`src/include/tcc_pkg.sv`:
```
// package of constants for the three-channel timer clocking block
// Summary of operation
// - three identical channels, each with its own 16-bit up counter
// - counter advances by one on each rising edge of its selected clock
// - wrap from 0xFFFF to 0x0000 sets the counter overflow flag
// - counter value register reads the live count, no latching
// - trigger zeroes the counter at the next valid selected-clock edge
// - block mode register routes each external clock from pin or line A
// - clock source select picks five internal clocks or three external inputs
// - clock invert bit makes the channel count on opposite edges
// - burst setting gates counting while a chosen external input is high
// - clock enable and disable commands switch the channel counter clock
// - capture mode B load disables the clock when disable_on_b_load set
// - waveform mode C compare disables the clock when disable_on_c_compare set
// - while disabled, start and stop are ignored; only enable re-enables
// - status register shows a clock enabled flag while enabled
// - any trigger starts the counter clock, provided the clock is enabled
// - stop on B load in capture mode, or on C compare in waveform mode
// - block control register starts all three channels with one write
// - each channel drives its own interrupt output
// - line A input in capture, output in waveform; line B input here
// - sync acts as software trigger; block sync bit asserts all channels
// - waveform bit selects capture when clear, waveform when set
// - counter match with register C triggers when trigger_on_c_compare set
package tcc_pkg;

  // ----------------------------------------------------------------------
  // structure
  // ----------------------------------------------------------------------
  localparam int NCH    = 3;
  localparam int CNT_W  = 16;
  localparam int PRSC_W = 10;

  // ----------------------------------------------------------------------
  // register offsets (channel n at n*0x40, block registers at 0xC0)
  // ----------------------------------------------------------------------
  localparam logic [5:0] OFF_CCR = 6'h00;
  localparam logic [5:0] OFF_CMR = 6'h04;
  localparam logic [5:0] OFF_CV  = 6'h10;
  localparam logic [5:0] OFF_RB  = 6'h18;
  localparam logic [5:0] OFF_RC  = 6'h1C;
  localparam logic [5:0] OFF_SR  = 6'h20;
  localparam logic [5:0] OFF_BCR = 6'h00;
  localparam logic [5:0] OFF_BMR = 6'h04;
  localparam logic [1:0] BLK_SEL = 2'h3;

  // ----------------------------------------------------------------------
  // field positions
  // ----------------------------------------------------------------------
  localparam int CCR_EN      = 0;
  localparam int CCR_DIS     = 1;
  localparam int CCR_SOFTWARE_TRIGGER_CMD   = 2;
  localparam int CMR_CLKS    = 0;
  localparam int CMR_INV     = 3;
  localparam int CMR_BURST   = 4;
  localparam int CMR_STOP_ON_B_LOAD = 6;
  localparam int CMR_DISABLE_ON_B_LOAD  = 7;
  localparam int CMR_STOP_ON_C_COMPARE = 8;
  localparam int CMR_DISABLE_ON_C_COMPARE  = 9;
  localparam int CMR_TRIGGER_ON_C_COMPARE  = 14;
  localparam int CMR_WAVE    = 15;
  localparam int CMR_INTEN   = 16;
  localparam int SR_COVF     = 0;
  localparam int SR_CLOCK_ENABLED_FLAG   = 16;
  localparam int BCR_SYNC    = 0;

  // ----------------------------------------------------------------------
  // prescaler taps for internal clocks 1..5 (divide by 2,8,32,128,1024)
  // ----------------------------------------------------------------------
  localparam int TAP1 = 0;
  localparam int TAP2 = 2;
  localparam int TAP3 = 4;
  localparam int TAP4 = 6;
  localparam int TAP5 = 9;

  // ----------------------------------------------------------------------
  // reset values
  // ----------------------------------------------------------------------
  localparam logic [16:0] CMR_RST = 17'h00000;
  localparam logic [15:0] RC_RST  = 16'h0000;
  localparam logic [5:0]  BMR_RST = 6'h00;
  localparam logic [15:0] CNT_MAX = 16'hFFFF;

endpackage

```
`src/hdl/tcc_timer.sv`:
```
// three-channel timer with clock selection and clock control, APB slave
module tcc_timer (
  input  wire logic        clk_i,
  input  wire logic        rstn_i,
  input  wire logic        psel_i,
  input  wire logic        penable_i,
  input  wire logic        pwrite_i,
  input  wire logic [7:0]  paddr_i,
  input  wire logic [31:0] pwdata_i,
  output logic      [31:0] prdata_o,
  output logic             pready_o,
  output logic             pslverr_o,
  input  wire logic [2:0]  block_clock_pin_i,
  input  wire logic [2:0]  channel_line_a_i,
  output logic      [2:0]  channel_line_a_o,
  output logic      [2:0]  channel_line_a_oe_o,
  input  wire logic [2:0]  channel_line_b_i,
  output logic      [2:0]  channel_line_b_o,
  output logic      [2:0]  channel_line_b_oe_o,
  output logic      [2:0]  channel_int_o
);

  // ----------------------------------------------------------------------
  // helper functions
  // ----------------------------------------------------------------------
  // level of the clock chosen by the clock source select field
  function automatic logic sel_level(input logic [2:0] s,
                                     input logic [9:0] p,
                                     input logic [2:0] x);
    case (s)
      3'h0:    sel_level = p[tcc_pkg::TAP1];
      3'h1:    sel_level = p[tcc_pkg::TAP2];
      3'h2:    sel_level = p[tcc_pkg::TAP3];
      3'h3:    sel_level = p[tcc_pkg::TAP4];
      3'h4:    sel_level = p[tcc_pkg::TAP5];
      3'h5:    sel_level = x[0];
      3'h6:    sel_level = x[1];
      default: sel_level = x[2];
    endcase
  endfunction

  // burst gate: none, or one of the external inputs
  function automatic logic burst_gate(input logic [1:0] b, input logic [2:0] x);
    case (b)
      2'h0:    burst_gate = 1'b1;
      2'h1:    burst_gate = x[0];
      2'h2:    burst_gate = x[1];
      default: burst_gate = x[2];
    endcase
  endfunction

  // ----------------------------------------------------------------------
  // declarations
  // ----------------------------------------------------------------------
  logic [tcc_pkg::PRSC_W-1:0] prescale;
  logic [5:0]                 bmr;
  logic [2:0]                 clkpin_s1;
  logic [2:0]                 clkpin_s2;
  logic [2:0]                 linea_s1;
  logic [2:0]                 linea_s2;
  logic [2:0]                 linea_prev;
  logic [2:0]                 linea_val;
  logic [2:0]                 xc;
  logic [15:0]                cv        [tcc_pkg::NCH];
  logic [15:0]                rb        [tcc_pkg::NCH];
  logic [15:0]                rc        [tcc_pkg::NCH];
  logic [16:0]                cmr       [tcc_pkg::NCH];
  logic                       clk_en    [tcc_pkg::NCH];
  logic                       ovf       [tcc_pkg::NCH];
  logic                       setup;
  logic                       access;
  logic                       wr_acc;
  logic                       rd_acc;
  logic [1:0]                 a_ch;
  logic [5:0]                 a_off;
  logic                       sync_wr;
  logic [31:0]                next_rdata;
  logic                       next_err;

  // ----------------------------------------------------------------------
  // bus decode
  // ----------------------------------------------------------------------
  // channel index in the upper address bits, offset in the lower ones
  assign a_ch     = paddr_i[7:6];
  assign a_off    = paddr_i[5:0];
  assign setup    = psel_i & ~penable_i;
  assign access   = psel_i & penable_i;
  assign wr_acc   = access & pwrite_i;
  assign rd_acc   = access & ~pwrite_i;
  assign pready_o = access;  // zero wait states
  assign sync_wr  = wr_acc & (a_ch == tcc_pkg::BLK_SEL) & (a_off == tcc_pkg::OFF_BCR)
                    & pwdata_i[tcc_pkg::BCR_SYNC];

  // ----------------------------------------------------------------------
  // read data mux, sampled in the setup phase
  // ----------------------------------------------------------------------
  always_comb begin
    next_rdata = 32'h0000_0000;
    next_err   = 1'b1;
    if (a_ch == tcc_pkg::BLK_SEL) begin
      if (a_off == tcc_pkg::OFF_BMR) begin
        next_rdata = {26'h000_0000, bmr};
        next_err   = 1'b0;
      end else if (a_off == tcc_pkg::OFF_BCR) begin
        next_err   = 1'b0;  // write-only, reads zero
      end
    end else begin
      case (a_off)
        tcc_pkg::OFF_CCR: begin
          next_err = 1'b0;
        end
        tcc_pkg::OFF_CMR: begin
          next_rdata = {15'h0000, cmr[a_ch]};
          next_err   = 1'b0;
        end
        tcc_pkg::OFF_CV: begin
          next_rdata = {16'h0000, cv[a_ch]};  // live count
          next_err   = 1'b0;
        end
        tcc_pkg::OFF_RB: begin
          next_rdata = {16'h0000, rb[a_ch]};
          next_err   = 1'b0;
        end
        tcc_pkg::OFF_RC: begin
          next_rdata = {16'h0000, rc[a_ch]};
          next_err   = 1'b0;
        end
        tcc_pkg::OFF_SR: begin
          next_rdata[tcc_pkg::SR_COVF]   = ovf[a_ch];
          next_rdata[tcc_pkg::SR_CLOCK_ENABLED_FLAG] = clk_en[a_ch];
          next_err                       = 1'b0;
        end
        default: begin
          next_err = 1'b1;
        end
      endcase
    end
  end

  // registered read data and error for the access phase
  always_ff @(posedge clk_i) begin
    if (!rstn_i) begin
      prdata_o  <= 32'h0000_0000;
      pslverr_o <= 1'b0;
    end else if (setup) begin
      prdata_o  <= next_rdata;
      pslverr_o <= next_err;
    end
  end

  // ----------------------------------------------------------------------
  // block mode register
  // ----------------------------------------------------------------------
  always_ff @(posedge clk_i) begin
    if (!rstn_i) begin
      bmr <= tcc_pkg::BMR_RST;
    end else if (wr_acc && a_ch == tcc_pkg::BLK_SEL && a_off == tcc_pkg::OFF_BMR) begin
      bmr <= pwdata_i[5:0];
    end
  end

  // ----------------------------------------------------------------------
  // internal clocks from a free prescaler
  // ----------------------------------------------------------------------
  always_ff @(posedge clk_i) begin
    if (!rstn_i) begin
      prescale <= '0;
    end else begin
      prescale <= prescale + 10'h001;
    end
  end

  // ----------------------------------------------------------------------
  // pin synchronisers
  // ----------------------------------------------------------------------
  // two flops per pin; the slow pin rate keeps edges visible
  always_ff @(posedge clk_i) begin
    if (!rstn_i) begin
      clkpin_s1  <= 3'h0;
      clkpin_s2  <= 3'h0;
      linea_s1   <= 3'h0;
      linea_s2   <= 3'h0;
      linea_prev <= 3'h0;
    end else begin
      clkpin_s1  <= block_clock_pin_i;
      clkpin_s2  <= clkpin_s1;
      linea_s1   <= channel_line_a_i;
      linea_s2   <= linea_s1;
      linea_prev <= linea_s2;
    end
  end

  // line B is kept as input in both modes
  assign channel_line_b_o    = 3'h0;
  assign channel_line_b_oe_o = 3'h0;

  // ----------------------------------------------------------------------
  // external clock routing for chaining
  // ----------------------------------------------------------------------
  // per input: 0 pin, 1 low, 2/3 line A of the next/second-next channel
  genvar k;
  generate
    for (k = 0; k < tcc_pkg::NCH; k++) begin : g_xc
      always_comb begin
        case (bmr[2*k +: 2])
          2'h0:    xc[k] = clkpin_s2[k];
          2'h1:    xc[k] = 1'b0;
          2'h2:    xc[k] = linea_val[(k + 1) % tcc_pkg::NCH];
          default: xc[k] = linea_val[(k + 2) % tcc_pkg::NCH];
        endcase
      end
    end
  endgenerate

  // ----------------------------------------------------------------------
  // channels
  // ----------------------------------------------------------------------
  genvar c;
  generate
    for (c = 0; c < tcc_pkg::NCH; c++) begin : g_ch
      logic        hit;
      logic        lvl;
      logic        lvl_prev;
      logic        cnt_edge;
      logic        run;
      logic        pend;
      logic        next_en;
      logic [15:0] next_cv;
      logic        wave;
      logic        ccr_wr;
      logic        trig;
      logic        cmp_evt;
      logic        cmp_wave;
      logic        bload;
      logic        ovf_evt;
      logic        stop_evt;
      logic        dis_evt;
      logic        line_a_q;
      logic        int_q;

      // channel decode and events
      assign hit      = (a_ch == 2'(c));
      assign wave     = cmr[c][tcc_pkg::CMR_WAVE];
      assign ccr_wr   = wr_acc & hit & (a_off == tcc_pkg::OFF_CCR);
      assign lvl      = sel_level(cmr[c][tcc_pkg::CMR_CLKS +: 3], prescale, xc)
                        ^ cmr[c][tcc_pkg::CMR_INV];
      assign cnt_edge = lvl & ~lvl_prev & clk_en[c] & run
                        & burst_gate(cmr[c][tcc_pkg::CMR_BURST +: 2], xc);
      assign next_cv  = pend ? 16'h0000 : cv[c] + 16'h0001;
      assign ovf_evt  = cnt_edge & ~pend & (cv[c] == tcc_pkg::CNT_MAX);
      assign cmp_evt  = cnt_edge & (next_cv == rc[c]);
      assign cmp_wave = cmp_evt & wave;
      assign bload    = ~wave & linea_s2[c] & ~linea_prev[c];
      assign trig     = (ccr_wr & pwdata_i[tcc_pkg::CCR_SOFTWARE_TRIGGER_CMD]) | sync_wr
                        | (cmp_evt & cmr[c][tcc_pkg::CMR_TRIGGER_ON_C_COMPARE]);
      assign stop_evt = (bload & cmr[c][tcc_pkg::CMR_STOP_ON_B_LOAD])
                        | (cmp_wave & cmr[c][tcc_pkg::CMR_STOP_ON_C_COMPARE]);
      assign dis_evt  = (ccr_wr & pwdata_i[tcc_pkg::CCR_DIS])
                        | (bload & cmr[c][tcc_pkg::CMR_DISABLE_ON_B_LOAD])
                        | (cmp_wave & cmr[c][tcc_pkg::CMR_DISABLE_ON_C_COMPARE]);

      // enable state: disable wins over enable
      always_comb begin
        next_en = clk_en[c];
        if (dis_evt) begin
          next_en = 1'b0;
        end else if (ccr_wr && pwdata_i[tcc_pkg::CCR_EN]) begin
          next_en = 1'b1;
        end
      end

      always_ff @(posedge clk_i) begin
        if (!rstn_i) begin
          clk_en[c] <= 1'b0;
        end else begin
          clk_en[c] <= next_en;
        end
      end

      // start and stop act only while enabled; stop wins
      always_ff @(posedge clk_i) begin
        if (!rstn_i) begin
          run <= 1'b0;
        end else if (clk_en[c] && stop_evt) begin
          run <= 1'b0;
        end else if (next_en && trig) begin
          run <= 1'b1;
        end
      end

      // counter with reset deferred to the next valid edge
      always_ff @(posedge clk_i) begin
        if (!rstn_i) begin
          cv[c]    <= 16'h0000;
          pend     <= 1'b0;
          lvl_prev <= 1'b0;
        end else begin
          lvl_prev <= lvl;
          if (cnt_edge) begin
            cv[c] <= next_cv;
          end
          if (trig) begin
            pend <= 1'b1;
          end else if (cnt_edge) begin
            pend <= 1'b0;
          end
        end
      end

      // overflow flag, cleared by a status read, set wins
      always_ff @(posedge clk_i) begin
        if (!rstn_i) begin
          ovf[c] <= 1'b0;
        end else if (ovf_evt) begin
          ovf[c] <= 1'b1;
        end else if (rd_acc && hit && a_off == tcc_pkg::OFF_SR) begin
          ovf[c] <= 1'b0;
        end
      end

      // mode and compare registers
      always_ff @(posedge clk_i) begin
        if (!rstn_i) begin
          cmr[c] <= tcc_pkg::CMR_RST;
          rc[c]  <= tcc_pkg::RC_RST;
        end else if (wr_acc && hit) begin
          if (a_off == tcc_pkg::OFF_CMR) begin
            cmr[c] <= pwdata_i[16:0];
          end
          if (a_off == tcc_pkg::OFF_RC) begin
            rc[c] <= pwdata_i[15:0];
          end
        end
      end

      // capture B on a rising line A edge in capture mode
      always_ff @(posedge clk_i) begin
        if (!rstn_i) begin
          rb[c] <= 16'h0000;
        end else if (bload) begin
          rb[c] <= cv[c];
        end
      end

      // line A toggles on compare C in waveform mode
      always_ff @(posedge clk_i) begin
        if (!rstn_i) begin
          line_a_q <= 1'b0;
        end else if (!wave) begin
          line_a_q <= 1'b0;
        end else if (cmp_evt) begin
          line_a_q <= ~line_a_q;
        end
      end

      assign channel_line_a_o[c]    = line_a_q;
      assign channel_line_a_oe_o[c] = wave;
      assign linea_val[c]           = wave ? line_a_q : linea_s2[c];

      // interrupt output from the overflow flag and its enable
      always_ff @(posedge clk_i) begin
        if (!rstn_i) begin
          int_q <= 1'b0;
        end else begin
          int_q <= ovf[c] & cmr[c][tcc_pkg::CMR_INTEN];
        end
      end

      assign channel_int_o[c] = int_q;
    end
  endgenerate

endmodule

```
`config.mk`:
```
export PLATFORM = sky130hd
export DESIGN_NAME = tcc_timer
export DESIGN_NICKNAME = d
export VERILOG_FILES = /design/src/include/tcc_pkg.sv /design/src/hdl/tcc_timer.sv
export SDC_FILE = /design/constraint.sdc
export NUM_CORES = 1
export LEC_CHECK = 0
export BUFFER_PORTS_ARGS = -buffer_cell sky130_fd_sc_hd__buf_2
export CORE_ASPECT_RATIO = 0.6
export CORE_MARGIN = 3
export CORE_UTILIZATION = 45
export DETAILED_ROUTE_END_ITERATION = 8
export SYNTH_ARGS = -nofsm -noshare
export SYNTH_HDL_FRONTEND = slang
export SYNTH_SLANG_ARGS = --single-unit
export TNS_END_PERCENT = 5
```
`constraint.sdc`:
```
create_clock -name clk_i -period 3.1 [get_ports clk_i]
set_clock_uncertainty 0.2 [all_clocks]
set_input_delay 0.31 -clock clk_i [delete_from_list [all_inputs] [get_ports clk_i]]
set_output_delay 0.31 -clock clk_i [all_outputs]
set_load 0.01 [all_outputs]
```
==> impl_metrics.ini <==
[synthesis]
ys_seq_area_share_pct = 49.94
synth_common_cells = 197 x edfxtp_1, 167 x nor2_1, 119 x and2_1, 98 x a21oi_1, 88 x mux2i_1
synth_cells = 1462
synth_area_leaders = edfxtp_1 41%, dfxtp_1 9.3%, mux2i_1 6.0%, and2_1 5.1%, nor2_1 4.3%
synth.distinct_cells = 77
synth_flop_cell = edfxtp_1
synth_top_area_share_pct = 40.60
async_reset_ff_share_pct = 0
ys_seq_elements = 265
synth_most_common_cell = edfxtp_1
avgSynthCellArea_sq_um = 9.967
synth-edff-count = 197
synth_area_sq_um = 14570
synth.yosys.warnings = 0
synth.largest_area_cell = edfxtp_1

[timing]
slew-limit-headroom_pct = 39.58
finalHoldViolations = 0
setup_slack_ps = -30.16
grt_setup_unrepaired = true
setup_tns_ps = -34.08
max_freq_mhz = 319.5
period_minus_slack_ps = 3130
slew_viol_final = 0
tightest_slew_ps = 902.9
finalSetupViolCount = 2
fin_crit_sh_pct = 101.0

[placed_design]
place_ws_ps = -132.0
numPortBuffers = 63
place_congestion = 0.9603
hpwl_mm = 38.39

[run_status]
status = complete, but fails checks
violations = setup timing

[global_routing]
grt_pass1_vias = 11480
grt_max_degree = 86
antenna_found_initial = 5
grt_pass1_wl_mm = 75.09
grt_usage_pct = 29.13
overflow = 0

[drt]
drtAntennaViolNets = 0
wirelength_mm = 51.28
drc_errors = 0
dr_total_vias = 12400
first_pass_iters = 6
post_drt_via_cell_ratio = 6.033
wl_per_cell_microns = 24.95
first_iter_violations = 1653

[critical_path]
cp-startpoint = linea_s2[0]
cp.arrival_ps = 3410
cp_max_fo = 5
cp-end-kind = flop
r2r-end = g_ch[2].pend
crit_required_ps = 3380
cp-start-kind = flop
reg2reg_setup_slack_ps = -30
criticalPathCategory = reg -> reg
r2r-start = linea_s2[0]
reg2reg_depth = 10
crit_end = g_ch[2].pend

[power_and_ir_drop]
power_density_nw_per_um2 = 464.8
p_leak_nw = 6.710
ir_drop_v = 0.0004473

[die]
start_util_pct = 46.21
core-area_sq_um = 31530
io_pins = 103
rows = 50
fp.dieH_microns = 145.4
die_w_microns = 238.3
die_area_sq_um = 34650

[hold_path]
hp-class = in -> reg
hold_depth = 2

[clock_network]
clock-root-buffer = clkbuf_16
cts-buffers-inserted = 26
clock_path_buffers = 3
cts.sinks = 265
htreeDepth = 1
cts_tree = yes
path_clk_slew_ps = 70
clock_latency_ps = 560

[layout]
area_delta_synth_final_pct = 18.60
drive_gt1_share_pct = 18.67
utilization_pct = 54.81
diodes = 0
layout.nets = 1677
fillers = 2808

[job]
cap_viol_max_count = 0
routing by layer:
metal | track usage [%] | part of all wire, % | vias to the layer above | wire (microns)
met2 | 37.98 | 38 | 709 | 19560
met1 | 45.75 | 46 | 6026 | 23480
met4 | 5.797 | 2.2 | 2 | 1141
met3 | 10.42 | 14 | 70 | 7089
met5 | 0 | 0.025 | - | 13
li1 | - | - | 5590 | -
repair_timing:
| action | CTS | global route |
|---|---|---|
| endpoints found under the setup margin | 8 | 77 |
| pin swaps | 0 | 12 |
| setup buffers | 0 | 2 |
| hold endpoints to repair | 34 | 0 |
| hold buffers | 17 | 0 |
| resized for setup | 6 | 33 |
| gates cloned | 0 | 0 |
layout make-up:
| class | instances | area [sq um] | area share (%) |
|---|---|---|---|
| Clock buffer | 35 | 747.0 | 4.322 |
| Clock inverter | 13 | 60.06 | 0.3475 |
| Inverter | 22 | 82.58 | 0.4778 |
| Multi-Input combinational cell | 1073 | 6878 | 39.80 |
| Sequential cell | 265 | 7278 | 42.12 |
| Tap cell | 416 | 520.5 | 3.012 |
| Timing Repair Buffer | 231 | 1715 | 9.926 |
worst max-delay path, stage by stage (launching register included):
cell	delay, ps
dfxtp_1	480
mux2i_1	180
a211oi_2	300
buf_4	170
o21ai_0	110
a211oi_1	570
xor2_1	200
buf_4	180
o311ai_4	130
or3_1	380
a21oi_1	140
cell usage in the layout, fill, tap and decap left out, types with 6 or more instances in the layout:
cell,n
dlygate4sd3_1,17
nor3b_1,6
xnor2_1,32
mux4_2,6
xor2_1,33
edfxtp_1,197
o22ai_1,28
nand3b_1,7
mux2i_1,86
a31oi_1,13
nor2_1,166
and3_1,64
o21a_1,8
conb_1,21
buf_12,7
nand3_1,33
nor2b_1,14
nand4_1,15
nand2_1,79
inv_1,21
o21ai_0,50
o211ai_1,7
buf_4,145
a21oi_1,98
buf_2,61
nand2b_1,16
and2_1,119
or3_1,9
dfxtp_1,67
clkbuf_16,28
or2_2,7
o21ai_1,9
clkinv_1,9
nor4_1,15
nor3_1,23
per-stage QoR:
| step | total power [mW] | std cells | cell area [sq um] | hold WS [ps] |
|---|---|---|---|---|
| 4_1_cts | 8.021 | 2053 | 17130 | 0.3405 |
| 5_1_grt | 8.276 | 2055 | 17280 | 18.19 |
| 3_3_place_gp | 4.923 | 1988 | 16120 | 214.3 |
| 2_1_floorplan | 4.565 | 1482 | 14650 | 211.9 |
| 3_5_place_dp | 4.934 | 1988 | 16120 | 228.0 |
| 6_report | 8.032 | 2055 | 17280 | 31.36 |
kinds of logic (layout without fill, tap and decap cells):
| logic type | count (synthesis) | in the layout | synth area share [%] |
|---|---|---|---|
| flip-flops | 265 | 265 | 49.94 |
| AO/OA/AOI/OAI | 271 | 271 | 11.64 |
| buffers and inverters | 144 | 301 | 4.594 |
| XOR/XNOR | 67 | 67 | 4.027 |
| other | 1 | 21 | 0.02574 |
| multiplexers | 94 | 94 | 6.972 |
| AND/OR/NAND/NOR | 616 | 616 | 22.46 |
| adder cells (fa/ha/maj) | 4 | 4 | 0.3435 |
power by group:
part           switching (mW)  leakage [nW]  internal (mW)
registers               0.141          2.51           3.94
logic                   0.523          3.81          0.313
clock network            1.43         0.390           1.68
total                    2.09          6.71           5.94
how the worst min path moves through the flow:
stage | slack, ps | startpoint | endpoint
floorplan | 210 | clkpin_s1[0] | clkpin_s2[0]
global placement | 210 | linea_s1[2] | linea_s2[2]
detailed placement | 230 | linea_s1[2] | linea_s2[2]
CTS | 0.3 | pwdata_i[7] | rc[0][7]
global route | 20 | pwdata_i[5] | bmr[5]
finish | 30 | pwdata_i[7] | rc[0][7]
state kept, by name, summed over array words and instances, names as in the netlist:
| name | count |
|---|---|
| clk_en | 3 |
| g_ch.line_a_q | 3 |
| prdata_o | 17 |
| clkpin_s2 | 3 |
| cv | 48 |
| cmr | 51 |
| rb | 48 |
| g_ch.lvl_prev | 3 |
| linea_s1 | 3 |
| rc | 48 |
| g_ch.run | 3 |
| g_ch.int_q | 3 |
| g_ch.pend | 3 |
| linea_s2 | 3 |
| clkpin_s1 | 3 |
| ovf | 3 |
| prescale | 10 |
| bmr | 6 |
| linea_prev | 3 |
| pslverr_o | 1 |
Note: power is estimated with default switching activity, not from simulation.
